`src/include/dac_front_pkg.sv`:
```
// constants shared by the serial write front end and its apb view
// assumes a 32-bit apb bus and a 24-bit serial command word
package dac_front_pkg;
  localparam int WORD_BITS = 24;
  localparam int SHORT_BITS = 16;
  localparam int COUNT_BITS = 5;
  localparam logic [COUNT_BITS-1:0] COUNT_FULL = 5'h18;
  localparam logic [COUNT_BITS-1:0] COUNT_SHORT = 5'h10;
  localparam int CMD_MSB = 23;
  localparam int CMD_LSB = 20;
  localparam int DATA_MSB = 19;
  // control word bit positions inside the 24-bit word
  localparam int SOFT_RESET_POSITION = 19;
  localparam int POWERDOWN_HI_POSITION = 18;
  localparam int POWERDOWN_LO_POSITION = 17;
  localparam int REF_CONTROL_POSITION = 16;
  localparam int GAIN_POSITION = 15;
  localparam int CHAIN_CONTROL_POSITION = 14;
  typedef enum logic [3:0] {
    CMD_NOP = 4'h0,
    CMD_WRITE_BUFFER = 4'h1,
    CMD_TRANSFER = 4'h2,
    CMD_WRITE_BOTH = 4'h3,
    CMD_WRITE_CONTROL = 4'h4,
    CMD_READBACK = 4'h5
  } command_t;
  // apb map
  localparam logic [7:0] ADDR_STATUS = 8'h00;
  localparam logic [7:0] ADDR_CODE = 8'h04;
  localparam logic [7:0] ADDR_BUFFER = 8'h08;
  localparam logic [7:0] ADDR_CONFIG = 8'h0C;
  localparam logic [7:0] ADDR_FRAMES = 8'h10;
  localparam int CONFIG_HOLD_STROBE = 0;
  localparam logic [1:0] CONFIG_RESET = 2'h0;
  // control defaults: unity gain, reference on, normal mode, chain off
  localparam logic GAIN_RESET = 1'b0;
  localparam logic REF_DISABLE_RESET = 1'b0;
  localparam logic [1:0] POWERDOWN_RESET = 2'h0;
  localparam logic CHAIN_RESET = 1'b0;
  localparam logic [WORD_BITS-1:0] SHIFT_RESET = 24'h000000;
  localparam logic [15:0] CODE_RESET = 16'h0000;
  // idle levels of the link pins: select and strobe idle high
  localparam logic [3:0] PIN_IDLE = 4'hB;
endpackage

```
`src/dac_serial_front_end.sv`:
```
// serial write front end of a single-channel converter with apb view
// assumes link pins are asynchronous to clock and far slower than it
// Functional notes
// RULE1: each write is a 24-bit word on select, serial clock and data.
// RULE2: reset clears the output code to zero scale.
// RULE3: output code is straight binary of 16, 14 or 12 bits.
// RULE4: gain is unity after reset, doubles when gain bit written.
// RULE5: reference enabled at reset, disabled by control bit 16.
// RULE6: while select low, data is shifted in on serial clock fall.
// RULE7: host keeps select low until all 24 bits are clocked.
// RULE8: captured word is decoded when select rises.
// RULE9: host keeps select high at least 20 ns between words.
// RULE10: frame of 24 falling edges is valid, first 24 bits used.
// RULE11: 12-bit variant accepts 16 to 23 edges, decodes first 16.
// RULE12: 12-bit variant discards frames under 16 edges.
// RULE13: short frames are not accepted while chain mode is on.
// RULE14: serial out changes on rising clock, active in chain or readback.
// RULE15: inactive serial out is a weak low others may override.
// RULE16: serial out disabled after reset until chain bit is set; here a readback command also enables it.
// RULE17: chain mode accepts longer frames, decoding the last 24 bits.
// RULE18: shift register is 24 bits, msb first, top four bits command.
// RULE19: 20-bit data field holds the code left aligned.
// RULE20: buffer register reaches output only on a transfer request.
// RULE21: output code loads by direct write or copy from buffer.
// RULE22: commands: nop, write buffer, transfer, write both, control, readback.
// RULE23: direct output write also copies the value into the buffer.
// RULE24: readback clears the chain enable bit.
// RULE25: soft reset bit clears codes and control, then clears itself.
// RULE26: without short write, frames under 24 edges are discarded.
// RULE27: counter and shift register restart when select falls.
//
// The implementer's own choices: the register addresses and the APB slave port.
`timescale 1ns/1ns
module dac_serial_front_end
  import dac_front_pkg::*;
#(
  parameter int CODE_BITS = 16,
  parameter bit SHORT_WRITE = (CODE_BITS == 12)
)
(
  input wire logic clock,
  input wire logic resetn,
  input wire logic psel,
  input wire logic penable,
  input wire logic pwrite,
  input wire logic [7:0] paddr,
  input wire logic [31:0] pwdata,
  output logic [31:0] prdata,
  output logic pready,
  output logic pslverr,
  input wire logic frameSel_n,
  input wire logic serialClk,
  input wire logic serialIn,
  input wire logic loadStrobe_n,
  output logic serialOut,
  output logic serialOutOe,
  output logic serialOutWeakLow,
  output logic [CODE_BITS-1:0] outputCode,
  output logic gainTwo,
  output logic refEnable,
  output logic powerdownSelHi,
  output logic powerdownSelLo,
  output logic chainEnable
);
  import dac_front_pkg::*;

  logic [3:0] pinSync;
  logic frameNow;
  logic sclkNow;
  logic dataNow;
  logic strobeNow;
  logic framePrev;
  logic sclkPrev;
  logic strobePrev;
  logic [WORD_BITS-1:0] shiftReg;
  logic [WORD_BITS-1:0] readShift;
  logic [COUNT_BITS-1:0] bitCount;
  logic [CODE_BITS-1:0] bufferCode;
  logic refDisable;
  logic readbackActive;
  logic [1:0] strobeConfig;
  logic [15:0] acceptCount;
  logic [15:0] rejectCount;

  sync_bits #(
    .WIDTH(4),
    .IDLE(PIN_IDLE)
  ) pinSyncInst (
    .clock(clock),
    .resetn(resetn),
    .async({loadStrobe_n, serialIn, serialClk, frameSel_n}),
    .synced(pinSync)
  );

  assign frameNow = pinSync[0];
  assign sclkNow = pinSync[1];
  assign dataNow = pinSync[2];
  assign strobeNow = pinSync[3];

  // edge detection on the synchronised pins
  wire frameStart = framePrev && !frameNow;
  wire frameEnd = !framePrev && frameNow;
  wire inFrame = !frameNow;
  wire sclkFall = sclkPrev && !sclkNow && inFrame;
  wire sclkRise = !sclkPrev && sclkNow && inFrame;
  wire strobeFall = strobePrev && !strobeNow;

  // frame qualification
  wire fullFrame = (bitCount >= COUNT_FULL); // RULE10
  wire shortFrame = SHORT_WRITE && !chainEnable && // RULE13
    (bitCount >= COUNT_SHORT) && (bitCount < COUNT_FULL); // RULE11
  // anything else is dropped // RULE12 RULE26
  wire frameValid = fullFrame || shortFrame;
  // a short frame is left aligned first, so its first 16 bits win
  wire [COUNT_BITS-1:0] shortShift = COUNT_FULL - bitCount;
  wire [WORD_BITS-1:0] shortAligned = shiftReg << shortShift;
  wire [WORD_BITS-1:0] word = shortFrame ?
    {shortAligned[WORD_BITS-1 -: SHORT_BITS], 8'h00} : shiftReg; // RULE11
  wire execute = frameEnd && frameValid; // RULE8

  // word fields
  wire [3:0] cmd = word[CMD_MSB:CMD_LSB]; // RULE18
  wire [CODE_BITS-1:0] wordCode =
    word[DATA_MSB -: CODE_BITS]; // RULE19 RULE3
  wire isWriteBuffer = execute && (cmd == CMD_WRITE_BUFFER); // RULE22
  wire isTransfer = execute && (cmd == CMD_TRANSFER);
  wire isWriteBoth = execute && (cmd == CMD_WRITE_BOTH);
  wire isControl = execute && (cmd == CMD_WRITE_CONTROL);
  wire isReadback = execute && (cmd == CMD_READBACK);
  wire softReset = isControl && word[SOFT_RESET_POSITION]; // RULE25

  // hardware transfer, maskable from software
  wire hwTransfer = strobeFall && !strobeConfig[CONFIG_HOLD_STROBE]; // RULE20

  // chain mode keeps shifting so the last 24 bits survive
  wire shiftEnable = sclkFall &&
    (chainEnable || (bitCount < COUNT_FULL)); // RULE17 RULE10

  always_ff @(posedge clock or negedge resetn)
  begin
    if (!resetn)
    begin
      framePrev <= 1'b1;
      sclkPrev <= 1'b1;
      strobePrev <= 1'b1;
    end
    else
    begin
      framePrev <= frameNow;
      sclkPrev <= sclkNow;
      strobePrev <= strobeNow;
    end
  end

  // input shift register and bit counter
  always_ff @(posedge clock or negedge resetn)
  begin
    if (!resetn)
    begin
      shiftReg <= SHIFT_RESET;
      bitCount <= '0;
    end
    else if (frameStart)
    begin
      shiftReg <= SHIFT_RESET; // RULE27
      bitCount <= '0;
    end
    else if (sclkFall)
    begin
      if (shiftEnable)
      begin
        shiftReg <= {shiftReg[WORD_BITS-2:0], dataNow}; // RULE6 RULE18
      end
      if (bitCount < COUNT_FULL)
      begin
        bitCount <= bitCount + 1'b1; // RULE1
      end
    end
  end

  // code registers
  always_ff @(posedge clock or negedge resetn)
  begin
    if (!resetn)
    begin
      outputCode <= CODE_RESET[CODE_BITS-1:0]; // RULE2
      bufferCode <= CODE_RESET[CODE_BITS-1:0];
    end
    else if (softReset)
    begin
      outputCode <= CODE_RESET[CODE_BITS-1:0]; // RULE25
      bufferCode <= CODE_RESET[CODE_BITS-1:0];
    end
    else if (isWriteBoth)
    begin
      outputCode <= wordCode; // RULE21
      bufferCode <= wordCode; // RULE23
    end
    else
    begin
      if (isWriteBuffer)
      begin
        bufferCode <= wordCode; // RULE20
      end
      if (isTransfer || hwTransfer)
      begin
        outputCode <= bufferCode; // RULE21
      end
    end
  end

  // control register; the soft reset bit is never stored
  always_ff @(posedge clock or negedge resetn)
  begin
    if (!resetn)
    begin
      gainTwo <= GAIN_RESET; // RULE4
      refDisable <= REF_DISABLE_RESET; // RULE5
      {powerdownSelHi, powerdownSelLo} <= POWERDOWN_RESET;
      chainEnable <= CHAIN_RESET; // RULE16
    end
    else if (softReset)
    begin
      gainTwo <= GAIN_RESET; // RULE25
      refDisable <= REF_DISABLE_RESET;
      {powerdownSelHi, powerdownSelLo} <= POWERDOWN_RESET;
      chainEnable <= CHAIN_RESET;
    end
    else if (isControl)
    begin
      gainTwo <= word[GAIN_POSITION]; // RULE4
      refDisable <= word[REF_CONTROL_POSITION]; // RULE5
      powerdownSelHi <= word[POWERDOWN_HI_POSITION];
      powerdownSelLo <= word[POWERDOWN_LO_POSITION];
      chainEnable <= word[CHAIN_CONTROL_POSITION]; // RULE16
    end
    else if (isReadback)
    begin
      chainEnable <= 1'b0; // RULE24
    end
  end

  assign refEnable = !refDisable; // RULE5

  // readback runs for the frame after the readback command
  always_ff @(posedge clock or negedge resetn)
  begin
    if (!resetn)
    begin
      readbackActive <= 1'b0;
    end
    else if (isReadback)
    begin
      readbackActive <= 1'b1;
    end
    else if (frameEnd || softReset)
    begin
      readbackActive <= 1'b0;
    end
  end

  // serial out: driven only when active, weak low otherwise
  always_ff @(posedge clock or negedge resetn)
  begin
    if (!resetn)
    begin
      readShift <= SHIFT_RESET;
      serialOut <= 1'b0;
    end
    else if (frameStart && readbackActive)
    begin
      readShift <= SHIFT_RESET;
      readShift[DATA_MSB -: CODE_BITS] <= bufferCode;
    end
    else if (sclkRise && readbackActive)
    begin
      serialOut <= readShift[WORD_BITS-1]; // RULE14
      readShift <= {readShift[WORD_BITS-2:0], 1'b0};
    end
    else if (sclkRise && chainEnable)
    begin
      serialOut <= shiftReg[WORD_BITS-1]; // RULE14 RULE17
    end
    else if (!(chainEnable || readbackActive))
    begin
      serialOut <= 1'b0; // RULE15
    end
  end

  assign serialOutOe = chainEnable || readbackActive; // RULE14 RULE16
  assign serialOutWeakLow = !serialOutOe; // RULE15

  // frame statistics for software, wrap on overflow
  always_ff @(posedge clock or negedge resetn)
  begin
    if (!resetn)
    begin
      acceptCount <= '0;
      rejectCount <= '0;
    end
    else if (frameEnd)
    begin
      if (frameValid)
      begin
        acceptCount <= acceptCount + 1'b1;
      end
      else
      begin
        rejectCount <= rejectCount + 1'b1;
      end
    end
  end

  // apb slave: zero wait states, error on unmapped addresses
  wire apbAccess = psel && penable;
  wire hitStatus = (paddr == ADDR_STATUS);
  wire hitCode = (paddr == ADDR_CODE);
  wire hitBuffer = (paddr == ADDR_BUFFER);
  wire hitConfig = (paddr == ADDR_CONFIG);
  wire hitFrames = (paddr == ADDR_FRAMES);
  wire mapped = hitStatus || hitCode || hitBuffer || hitConfig || hitFrames;
  wire configWrite = apbAccess && pwrite && hitConfig;

  wire [31:0] statusWord = {19'h00000, bitCount, readbackActive,
    chainEnable, gainTwo, refDisable, powerdownSelHi, powerdownSelLo,
    !frameNow, 1'b0};
  wire [31:0] codeWord = {{(32-CODE_BITS){1'b0}}, outputCode};
  wire [31:0] bufferWord = {{(32-CODE_BITS){1'b0}}, bufferCode};
  wire [31:0] configWord = {30'h00000000, strobeConfig};
  wire [31:0] framesWord = {rejectCount, acceptCount};
  wire [31:0] readMux = hitStatus ? statusWord :
    hitCode ? codeWord :
    hitBuffer ? bufferWord :
    hitConfig ? configWord :
    hitFrames ? framesWord : 32'h00000000;

  assign pready = 1'b1;
  assign pslverr = apbAccess && !mapped;

  always_ff @(posedge clock or negedge resetn)
  begin
    if (!resetn)
    begin
      strobeConfig <= CONFIG_RESET;
    end
    else if (configWrite)
    begin
      strobeConfig <= pwdata[1:0];
    end
  end

  // read data registered in the setup cycle, stable through access
  always_ff @(posedge clock or negedge resetn)
  begin
    if (!resetn)
    begin
      prdata <= 32'h00000000;
    end
    else if (psel && !penable && !pwrite)
    begin
      prdata <= readMux;
    end
  end
endmodule // dac_serial_front_end

```
`src/sync_bits.sv`:
```
// two-stage synchroniser for a group of independent level inputs
// assumes each bit is a slow level relative to clock
`timescale 1ns/1ns
module sync_bits
#(
  parameter int WIDTH = 1,
  parameter logic [WIDTH-1:0] IDLE = '0
)
(
  input wire logic clock,
  input wire logic resetn,
  input wire logic [WIDTH-1:0] async,
  output logic [WIDTH-1:0] synced
);
  logic [WIDTH-1:0] stage1;

  // stage1 feeds nothing but the second flop
  always_ff @(posedge clock or negedge resetn)
  begin
    if (!resetn)
    begin
      stage1 <= IDLE;
      synced <= IDLE;
    end
    else
    begin
      stage1 <= async;
      synced <= stage1;
    end
  end
endmodule // sync_bits

```
`config.mk`:
```
export PLATFORM = sky130hd
export DESIGN_NAME = dac_serial_front_end
export DESIGN_NICKNAME = d
export VERILOG_FILES = /design/src/include/dac_front_pkg.sv /design/src/dac_serial_front_end.sv /design/src/sync_bits.sv
export SDC_FILE = /design/constraint.sdc
export NUM_CORES = 1
export LEC_CHECK = 0
export BUFFER_PORTS_ARGS = -buffer_cell sky130_fd_sc_hd__buf_2
export CORE_MARGIN = 1
export CORE_UTILIZATION = 32
export DETAILED_ROUTE_END_ITERATION = 7
export GPL_TIMING_DRIVEN = 0
export HOLD_SLACK_MARGIN = 0.06
export PLACE_DENSITY = 0.54
export SYNTH_ARGS = -nofsm -noshare
export SYNTH_HDL_FRONTEND = slang
export SYNTH_SLANG_ARGS = --single-unit
```
`constraint.sdc`:
```
create_clock -name clock -period 3.4 [get_ports clock]
set_clock_uncertainty 0.15 [all_clocks]
set_input_delay 0.68 -clock clock [delete_from_list [all_inputs] [get_ports clock]]
set_output_delay 0.68 -clock clock [all_outputs]
set_load 0.01 [all_outputs]
```
== Word-level counts from Yosys, hierarchy flattened ==
Index checks and enable logic that the tools add are counted.
Word-level totals
  output and inout port bits: 58
  logic and storage cells: 132
  input port bits: 49
  register bits after elaboration: 169
Operators by class
  add/sub/neg operators: 3
  reduce and logical (&&, ||, !) cells: 59
  bitwise gates (word level): 2
  $lt $le $gt $ge: 2
  muxes and demuxes: 35
  equal/unequal tests: 10
Operators with widths (count)
  $mux 32: 5
  $mux 24: 5
  $mux 16: 6
  $add 16x1->16 const B: 2
  $logic_and 1x1->1: 25
  $eq 8x4->1 const B: 2
  $mux 1: 16
  $mux 5: 3
  $reduce_bool 2->1: 6
  $logic_not 1->1: 11
  $reduce_and 2->1: 5
  $reduce_bool 3->1: 3
  $eq 4x2->1 const B: 2
  $eq 4x3->1 const B: 2
  $eq 8x3->1 const B: 1
  $eq 8x5->1 const B: 1
  $logic_not 8->1: 1
  $logic_or 1x1->1: 8
  $add 5x1->5 const B: 1
  $ge 5x5->1 const B: 1
  $lt 5x5->1 const B: 1
  $eq 4x1->1 const B: 1
  $ne 3x1->1 const B: 1
  $not 1->1: 2

== Logic depth before layout (Yosys ltp) ==
Gate-level depths: netlist (run 1).
  depth after elaboration: 8
  gate-level depth with buffers: 7
  depth with buffers taken out: 5

== Hierarchy ==
A second synthesis (run 1) with hierarchy kept.
Unflattened totals
  cell total of the unflattened synthesis: 734
  area, all modules: 7477.2 um2
By module, submodules not included
  dac_serial_front_end: instances 1, seq. area each 3932.5 um2, cells each 726, area each 7269.5 um2
  sync_bits: instances 1, seq. area each 207.7 um2, cells each 8, area each 207.7 um2

== Worst setup path before layout (run 1) ==
OpenSTA, ideal clock, no wires.
  path type: input port to output port
  from: input paddr[0]
  to: output pslverr
  buffers on the path: 0
  slack: 0.937 ns
  stages on the path: 3
  data required time: 2.570 ns
  data arrival time: 1.633 ns
  path through: or4_4 -> nor2_2 -> a21oi_1
Between the ends
  word-level cells in the longest chain between the ends: 7
  elaborated cells between the ends (all ways): 11
  classes of those cells: 4 x eq/ne; 7 x reduce/logical
RTL lines
  start: declaration: RTL line dac_serial_front_end.sv:46  | input wire logic [7:0] paddr,
  $eq 8x3->1 / $logic_not 8->1 (equally long branches): RTL line dac_serial_front_end.sv:317, dac_serial_front_end.sv:316
  $logic_or 1x1->1 (3 in a row): RTL line dac_serial_front_end.sv:321  | wire mapped = hitStatus || hitCode || hitBuffer || hitConfig || hitFrames;
  $logic_or 1x1->1 *: RTL line dac_serial_front_end.sv:321
  $logic_not 1->1 *: RTL line dac_serial_front_end.sv:338  | assign pslverr = apbAccess && !mapped;
  $logic_and 1x1->1 *: RTL line dac_serial_front_end.sv:338
  end: declaration: RTL line dac_serial_front_end.sv:50  | output logic pslverr,
Mark *: on every way between the ends. The rest lies on a longest branch, timed or not.

== Final worst setup path (run 1) ==
  from: input paddr[3]
  to: output pslverr
The elaborated chain is that of the path after synthesis.

==> run_results.csv, run 1 <==
group,metric,value,unit
sta,slew_headroom,0.473,
setup_path,worstSetupStartpointType,"input pin",
setup_path,critPathRequiredTime,2.57,ns
yosys,syn_nets,754,
grt,antenna_found_initial,0,
layout,drive_gt1_frac,0.194,
clock_tree,clkTransAtPathRegs,0.07,ns
pwr,intPower,3.39,mW
floorplanning,core-area,22700,um^2
job,max_cap_viol_count,0,
yosys,synth_seq_cells,165,
yosys,seq_area_frac_synth,0.555,
routing,vias,5534,
routing,vias_per_cell,5.05,
yosys,synth_warnings,0,
yosys,synth_top_area_cell,"dfrtp_1",
pwr,pwr-share-seq,0.474,
setup_path,cp_max_fo,10,
clock_tree,cts.sinks,165,
place,dp_hpwl,14600,um
layout,seq_area,4140,um^2
yosys,syn_inst,702,
sta,fmax,0.338,GHz
yosys,synth_area,7450,um^2
pwr,swShare,0.256,
yosys,syn_area_per_cell,10.6,um^2
place,place_congestion,0.827,
grt,grt_pass1_vias,5458,
routing,drt_iter0_drc,393,
layout,area_growth_syn_to_layout,18.9,%
clock_tree,cts-root-buf,"clkbuf_16",
routing,wl_per_cell,18.3,um
floorplanning,ios,107,
setup_path,crit_buf_inv,4,
layout,multi_input_comb_area,3040,um^2
floorplanning,die_x,155,um
setup_path,max_stage_delay,0.41,ns
min_path,hold_class,"in2reg",
yosys,ys.flop_type,"dfrtp_1",
sta,worst_pin_slew,0.787,ns
sta,setup_viol,0,
place,io_buffers,74,
pwr,vdd_drop_max,0.399,mV
grt,grt-ovfl-total,0,
place,dp_cells,1062,
floorplanning,dieArea,23900,um^2
pwr,power_density,514,nW/um^2
pwr,combPwrFrac,0.072,
floorplanning,rows,55,
layout,n_antenna_cell,0,
sta,final.setup.tns,0,ns
routing,drc_errors,0,
pwr,p_clk_frac,0.454,
routing,dr.pass1.iters,5,
yosys,synth_area_leaders,"dfrtp_1 52%, mux2i_1 5.9%, nand2_1 5.1%",
setup_path,critPathTopFamily,"buffers and inverters",
yosys,synth_edf_count,0,
yosys,ys_async_sr_fraction,1.00,
sta,fin_crit,2.96,ns
grt,gr-usage-all-layers,0.176,
routing,wirelength,20000,um
pwr,switchingPower,1.17,mW
sta,rsz0062_at_grt,"false",
clock_tree,cts-resized-gates,0,
layout,layout.cells.non_filler,1095,
setup_path,critical_path.endpoint_type,"primary output",
yosys,ys_types,58,
grt,grt_pass1_wl,31900,um
setup_path,crit_arrival,2.13,ns
floorplanning,die_y,155,um
clock_tree,numCtsBuffers,17,
pwr,power_leakage,4.04,nW
layout,fillers,2235,
sta,hold_violations,0,
setup_path,slowest_stage,"clkbuf_1",
sta,slew_violations,0,
setup_path,crit_chain,"buf_2 -> clkbuf_1 -> clkbuf_1 -> o21ai_0 -> a21oi_1 -> buf_2",
clock_tree,htreeDepth,4,
clock_tree,postCtsSetupRepairBufs,0,
sta,fin_crit_sh,0.870,
routing,ant_nets,0,
layout,nNetsFinal,849,
setup_path,worstSetupPathType,"in2out",
clock_tree,clk_path_buf_depth,2,
yosys,synth_top_area_share,0.524,
run_status,status,"complete, no violations",
grt,grt_max_degree,118,
clock_tree,cts_tree,"yes",
clock_tree,clk_latency,0.43,ns
floorplanning,initial_core_util,0.328,
sequential cells by signal, indices dropped and copies added (netlist names), 5 cells and up:
signal	count
acceptCount	16
readShift	20
prdata	32
bufferCode	16
shiftReg	24
bitCount	5
outputCode	16
rejectCount	16
Yosys cell counts, types with 2 or more instances:
cell type  instances
mux2_2            13
dfstp_2            9
a31oi_1            7
and4_1             5
nand4_1            7
o221ai_1           4
or3b_2             2
a22o_1            17
nor3b_1            2
clkbuf_1          23
nand2b_1           7
o21ai_0           26
nand3_1           18
xnor2_1           24
and3_1            10
and2_1             3
dfrtp_1          156
nand2_1          101
nor2_1            56
nor3_1             7
o22ai_1            7
o31ai_1           11
xor2_1             9
nor2b_1            7
mux2i_1           44
buf_2             12
a32o_1             2
a2bb2oi_1          8
ha_1               3
and2_0             7
buf_4              4
a221oi_1           4
inv_1             23
a22oi_1            7
a311oi_1          16
a21oi_1           19
placed cells by master (no fill, tap or decap), types with 4 or more instances in the layout:
cell,n
and4_1,5
xor2_1,9
a311oi_1,16
nand4_1,7
a2bb2oi_1,8
nand3_1,18
clkbuf_1,23
nor2_1,56
a21oi_1,19
o21ai_0,26
dfstp_2,9
nor3_1,7
inv_6,4
and3_1,10
inv_1,23
mux2i_1,44
o22ai_1,7
a22o_1,17
a31oi_1,7
a22oi_1,7
mux2_2,13
nand2b_1,7
buf_4,4
xnor2_1,24
nand2_1,101
o31ai_1,11
clkbuf_16,17
nor2b_1,7
and2_0,7
buf_2,85
o221ai_1,4
a221oi_1,4
dfrtp_1,156
power by group through the flow:
stage | Combinational [mW] | Sequential, mW | Clock, mW
global route | 0.370 | 2.17 | 2.19
detailed placement | 0.329 | 2.19 | 0
global placement | 0.319 | 2.20 | 0
floorplan | 0.187 | 2.17 | 0
CTS | 0.331 | 2.16 | 2.10
finish | 0.326 | 2.16 | 2.07
stage by stage:
step	area (um^2)	total power [mW]	setup slack [ns]	utilization	hold slack [ns]
after floorplan	7450	2.36	0.937	-	0.181
after global placement	8180	2.51	-1.23	0.360	0.184
after detailed placement	8220	2.52	0.473	0.362	0.190
after CTS	8860	4.59	0.483	0.390	0.182
after global routing	8860	4.73	0.315	0.390	0.181
final	8860	4.55	0.441	0.390	0.194
what timing repair did:
item	in CTS	in global routing
hold buffers	1	0
endpoints found under the setup margin	0	0
hold endpoints to repair	46	0
metal layers:
layer	GRT usage	part of all wire	wire length [um]
met5	0	0	0
met4	0.0608	0.019	375
met3	0.0336	0.041	810
met2	0.278	0.46	9220
met1	0.240	0.48	9580
final timing paths:
check | startpoint | to | slack [ns] | depth (start not counted)
max reg2reg | pinSyncInst.synced[0] | outputCode[12] | 1.12 | 6
min | serialClk | pinSyncInst.stage1[1] | 0.19 | 1
min in group asynchronous | resetn | serialOut | 0.59 | 2
max in group asynchronous | resetn | bitCount[3] | 1.58 | 3
min reg2reg | pinSyncInst.stage1[2] | pinSyncInst.synced[2] | 0.20 | 0
max | paddr[3] | pslverr | 0.44 | 6
cell type report:
class                   count  share of cell area
well taps                 285              0.0402
multi-input cells         473               0.343
clock buffers              18              0.0496
flip-flops and latches    165               0.467
repair buffers             76              0.0472
clock inverters            14              0.0213
inverters                  23             0.00974
plain buffers              41              0.0216
cell families (layout without fill, tap and decap cells):
kind of cell	after synthesis	count (layout)	share of synthesized area
simple gates	245	245	0.157
flops	165	165	0.555
compound gates	134	134	0.128
buf+inv	64	172	0.0373
mux	57	57	0.0787
xor+xnor	33	33	0.0388
fa+ha+maj	3	3	0.00504
other cells	1	1	0.000503
No activity file was read; power rests on OpenSTA's default activity.
==> run 2, diff against run 1 <==
Settings changed: CELL_PAD_IN_SITES_DETAIL_PLACEMENT set to 2, CELL_PAD_IN_SITES_GLOBAL_PLACEMENT set to 2, PLACE_DENSITY 0.54 to 0.74.
==> run 2 against run 1 <==
  * Combinational power rose by 6%
  * First-iteration DRC count fell by 31%
  * Global-route usage rose by 3.1 points
  * Non-clock buffer count fell by 1
  * Critical path depth did not move
==> run_results.csv, run 2 (synthesized netlist as in run 1, its figures left out) <==
group,metric,value,unit
run_status,status,"complete, no violations",
sta,rsz0062_at_grt,"false",
job,max_cap_viol_count,0,
layout,nNetsFinal,848,
layout,layout_common_cells,"156 x dfrtp_1, 101 x nand2_1, 85 x buf_2, 56 x nor2_1, 44 x mux2i_1",
place,dp_cells,1062,
floorplanning,die_x,155,um
routing,wirelength,23300,um
grt,antenna_found_initial,0,
setup_path,r2r_start,"bitCount[3]",
place,pre_cts_slack,0.407,ns
pwr,total_power,4.45,mW
clock_tree,cts_tree,"yes",
clock_tree,numCtsBuffers,17,
layout,final_common_cell,"dfrtp_1",
setup_path,rrSetupSlack,1.07,ns
layout,fillers,2462,
routing,wl_per_cell,21.3,um
layout,layout.cells.non_filler,1094,
floorplanning,die_y,155,um
routing,drt_iter0_drc,271,
layout,drive_gt1_frac,0.193,
setup_path,critical_path.endpoint_type,"primary output",
routing,drc_errors,0,
setup_path,r2r-end,"shiftReg[10]",
grt,grt_pass1_wl,37400,um
clock_tree,htreeDepth,4,
min_path,hold_class,"in2async",
floorplanning,dieArea,23900,um^2
floorplanning,rows,55,
place,place_congestion,0.869,
layout,area_growth_syn_to_layout,18.1,%
floorplanning,initial_core_util,0.328,
layout,largest_register_ffs,32,
place,dp_hpwl,17300,um
floorplanning,core-area,22700,um^2
setup_path,critPathRequiredTime,2.57,ns
sta,fmax,0.325,GHz
layout,final_area,8800,um^2
setup_path,cp_max_fo,10,
sta,timing.hold.ws,0.0777,ns
setup_path,worstSetupPathType,"in2out",
clock_tree,clk_path_buf_depth,2,
place,io_buffers,74,
clock_tree,clk_latency,0.44,ns
sta,worst_pin_slew,1.31,ns
floorplanning,ios,107,
layout,seq_area,4140,um^2
setup_path,reg2reg_depth,5,
setup_path,crit_start,"paddr[3]",
setup_path,crit_end,"pslverr",
pwr,power_density,505,nW/um^2
routing,dr.pass1.iters,4,
sta,slew_violations,0,
layout,multi_input_comb_area,3040,um^2
grt,grt-ovfl-total,0,
setup_path,worstSetupStartpointType,"input pin",
clock_tree,cts-resized-gates,0,
place,place_area,8220,um^2
grt,grt_pass1_vias,6471,
layout,reg_top3,"prdata (32), shiftReg (24), readShift (20)",
layout,n_antenna_cell,0,
pwr,vdd_drop_max,0.258,mV
sta,layout_setup_ws,0.319,ns
clock_tree,cts-hold-fix-buffers,0,
routing,vias,5833,
sta,fin_crit_sh,0.906,
setup_path,crit_arrival,2.25,ns
grt,gr-usage-all-layers,0.207,
routing,ant_nets,0,
sta,setup_viol,0,
layout,top_register,"prdata",
sta,hold_violations,0,
sta,slew_headroom,0.124,
sta,fin_crit,3.08,ns
clock_tree,cts.sinks,165,
pwr,power_leakage,4.02,nW
clock_tree,clkTransAtPathRegs,0.07,ns
clock_tree,postCtsSetupRepairBufs,0,
routing,vias_per_cell,5.33,
clock_tree,cts-root-buf,"clkbuf_16",
grt,grt_max_degree,86,
==> run 2: changes by cell type in the layout (fill, tap and decap cells not counted) <==
cell | before | now
clkinv_8 | 0 | 2
inv_8 | 2 | 7
inv_6 | 4 | 2
clkinv_2 | 0 | 1
clkbuf_8 | 1 | 0
clkinvlp_4 | 2 | 0
bufinv_16 | 3 | 0
dlygate4sd3_1 | 1 | 0
nor3b_1 | 1 | 2
nor3b_2 | 1 | 0
==> run 2: metal layers <==
metal  global-route usage  up-vias  share of wire
li1                     -     2668              -
met1                0.259     3019           0.45
met2                0.357      110           0.50
met3               0.0364       36          0.032
met4               0.0726        0          0.021
met5                    0        -              0
==> run 2: power breakdown <==
part	switching, mW	internal, mW	total (mW)
logic	0.212	0.133	0.345
clock network	0.946	0.988	1.93
registers	0.111	2.06	2.17
==> run 2: per-stage QoR <==
stage | utilization | setup TNS [ns]
2_1_floorplan | - | 0
3_3_place_gp | 0.360 | -164.95
3_5_place_dp | 0.362 | 0
4_1_cts | 0.388 | 0
5_1_grt | 0.388 | 0
6_report | 0.388 | 0
==> run 2: worst min-delay path by stage <==
stage                          startpoint                     to  slack (ns)  cells after the start
finish                             resetn             prdata[29]        0.08                      1
global route                       resetn             prdata[29]        0.11                      1
CTS                                resetn             prdata[29]        0.10                      1
detailed placement  pinSyncInst.stage1[2]  pinSyncInst.synced[2]        0.19                      0
global placement    pinSyncInst.stage1[2]  pinSyncInst.synced[2]        0.19                      0
floorplan           pinSyncInst.stage1[2]  pinSyncInst.synced[2]        0.18                      0
==> run 2: area by class of cell <==
class / count / area share
Multi-Input combinational cell: 473 / 0.345
Buffer: 41 / 0.0217
Clock buffer: 17 / 0.0483
Timing Repair Buffer: 75 / 0.0463
Inverter: 23 / 0.00981
Clock inverter: 15 / 0.0182
Sequential cell: 165 / 0.470
Tap cell: 285 / 0.0405
==> run 2: worst max-delay path, cell delays in order <==
cell,delay [ns]
buf_2,0.15
clkbuf_1,0.38
clkbuf_1,0.46
o21ai_0,0.23
a21oi_1,0.20
buf_2,0.15
==> run 3, diff against run 2 <==
Settings changed: CORE_MARGIN 1 to 10, CORE_UTILIZATION 32 to 40, PLACE_DENSITY 0.74 to 0.89.
==> run 3 against run 2 <==
  * Combinational power rose by 6.4%
  * Critical endpoint unchanged
  * Routed wire length up 16%
  * Largest power group unchanged
  * Worst hold slack better by 0.10 ns
==> run_results.csv, run 3 (synthesized netlist as in run 1, its figures left out) <==
group,metric,value,unit
sta,slew_headroom,0.150,
place,dp_hpwl,18100,um
setup_path,cp_max_fo,10,
sta,layout_setup_ws,0.301,ns
routing,wl_per_cell,26.1,um
grt,gr-usage-all-layers,0.228,
floorplanning,ios,107,
min_path,hold_depth,1,
grt,grt_pass1_wl,43000,um
sta,slew_violations,0,
routing,vias_per_cell,5.87,
routing,wirelength,27100,um
place,io_buffers,74,
routing,ant_nets,0,
clock_tree,postCtsSetupRepairBufs,0,
pwr,switchingPower,1.28,mW
place,place_congestion,0.912,
sta,worst_pin_slew,1.27,ns
pwr,pwr-share-seq,0.488,
sta,timing.hold.ws,0.181,ns
clock_tree,htreeDepth,4,
clock_tree,cts-resized-gates,0,
routing,drt_iter0_drc,343,
layout,layout_common_cells,"156 x dfrtp_1, 101 x nand2_1, 85 x buf_2, 56 x nor2_1, 44 x mux2i_1",
floorplanning,dieArea,24500,um^2
min_path,hold_class,"in2reg",
setup_path,critPathRequiredTime,2.57,ns
sta,setup_viol,0,
clock_tree,numCtsBuffers,17,
setup_path,worstSetupPathType,"in2out",
layout,top_register,"prdata",
layout,nNetsFinal,849,
sta,fin_crit,3.10,ns
setup_path,worstSetupStartpointType,"input pin",
run_status,status,"complete, no violations",
clock_tree,cts-root-buf,"clkbuf_16",
setup_path,critical_path.endpoint_type,"primary output",
clock_tree,cts.sinks,165,
layout,fin_util,0.481,
floorplanning,die_y,157,um
sta,final.setup.tns,0,ns
layout,final_area,8730,um^2
pwr,intPower,3.16,mW
clock_tree,cts_tree,"yes",
place,place_area,8150,um^2
grt,grt_pass1_vias,6940,
routing,dr.pass1.iters,5,
grt,grt-ovfl-total,0,
floorplanning,initial_core_util,0.411,
routing,met1_length,11300,um
clock_tree,clkTransAtPathRegs,0.07,ns
pwr,power_leakage,4.01,nW
pwr,vdd_drop_max,0.354,mV
layout,final_common_cell,"dfrtp_1",
setup_path,crit_arrival,2.27,ns
sta,hold_violations,0,
layout,reg_top3,"prdata (32), shiftReg (24), readShift (20)",
place,pre_cts_slack,0.369,ns
routing,vias,6102,
layout,n_antenna_cell,0,
floorplanning,core-area,18100,um^2
sta,fmax,0.323,GHz
routing,drc_errors,0,
pwr,combPwrFrac,0.083,
pwr,power_density,509,nW/um^2
grt,grt_max_degree,117,
clock_tree,clk_latency,0.44,ns
pwr,p_clk_frac,0.429,
layout,fillers,1870,
floorplanning,rows,49,
grt,antenna_found_initial,0,
clock_tree,clk_path_buf_depth,2,
floorplanning,die_x,157,um
routing,met2_length,13700,um
pwr,swShare,0.289,
layout,area_growth_syn_to_layout,17.1,%
setup_path,reg2reg_depth,6,
routing,top_layer,"met4",
job,max_cap_viol_count,0,
sta,fin_crit_sh,0.911,
sta,rsz0062_at_grt,"false",
layout,drive_gt1_frac,0.193,
routing,wl_met3,1240,um
layout,largest_register_ffs,32,
[run 3: cell types whose count changed in the layout (fill, tap and decap cells not counted), sizes merged]
| cell | previous run | this run |
|---|---|---|
| clkinvlp | 0 | 1 |
| dlygate4sd3 | 0 | 1 |
| inv | 32 | 31 |
[run 3: layout make-up]
class                      instances  area, um^2  area share
clock inverter                    15         141      0.0162
inverter                          23        86.3     0.00989
clock buffer                      17         425      0.0488
buffer                            41         191      0.0219
sequential                       165        4140       0.474
multi-input combinational        473        3040       0.348
tap                              229         287      0.0328
timing repair buffer              76         418      0.0479
[run 3: metal layers]
metal | global-route usage | vias up
met2 | 0.394 | 164
li1 | - | 2664
met4 | 0.0872 | 0
met5 | 0 | -
met3 | 0.0524 | 50
met1 | 0.270 | 3224
[run 3: metrics by stage]
| stage | power (mW) | std cells |
|---|---|---|
| 2_1_floorplan | 2.36 | 702 |
| 3_3_place_gp | 2.51 | 1005 |
| 3_5_place_dp | 2.55 | 1006 |
| 4_1_cts | 4.46 | 1039 |
| 5_1_grt | 4.60 | 1039 |
| 6_report | 4.44 | 1039 |
[run 3: power groups by stage]
stage          Sequential, mW  Clock, mW  Combinational, mW
5_1_grt                  2.18       2.02              0.403
3_3_place_gp             2.19          0              0.317
3_5_place_dp             2.20          0              0.348
6_report                 2.17       1.91              0.367
2_1_floorplan            2.17          0              0.187
4_1_cts                  2.16       1.93              0.369
[run 3: worst paths after layout]
path	slack, ns	start	end
max	0.30	paddr[3]	pslverr
min	0.18	serialClk	pinSyncInst.stage1[1]
max reg2reg	0.94	pinSyncInst.synced[0]	bufferCode[1]
min reg2reg	0.21	pinSyncInst.stage1[3]	pinSyncInst.synced[3]
max in group asynchronous	1.59	resetn	readShift[6]
min in group asynchronous	0.59	resetn	prdata[31]
[run 3: repair_timing]
item                                    in CTS  in global routing
hold buffers                                 1                  0
endpoints found under the hold margin       43                  0
endpoints found under the setup margin       0                  0
[run 3: critical path: stages]
cell and delay [ns]:
buf_2 0.14, clkbuf_1 0.40, clkbuf_1 0.44, o21ai_0 0.20
a21oi_1 0.24, buf_2 0.17
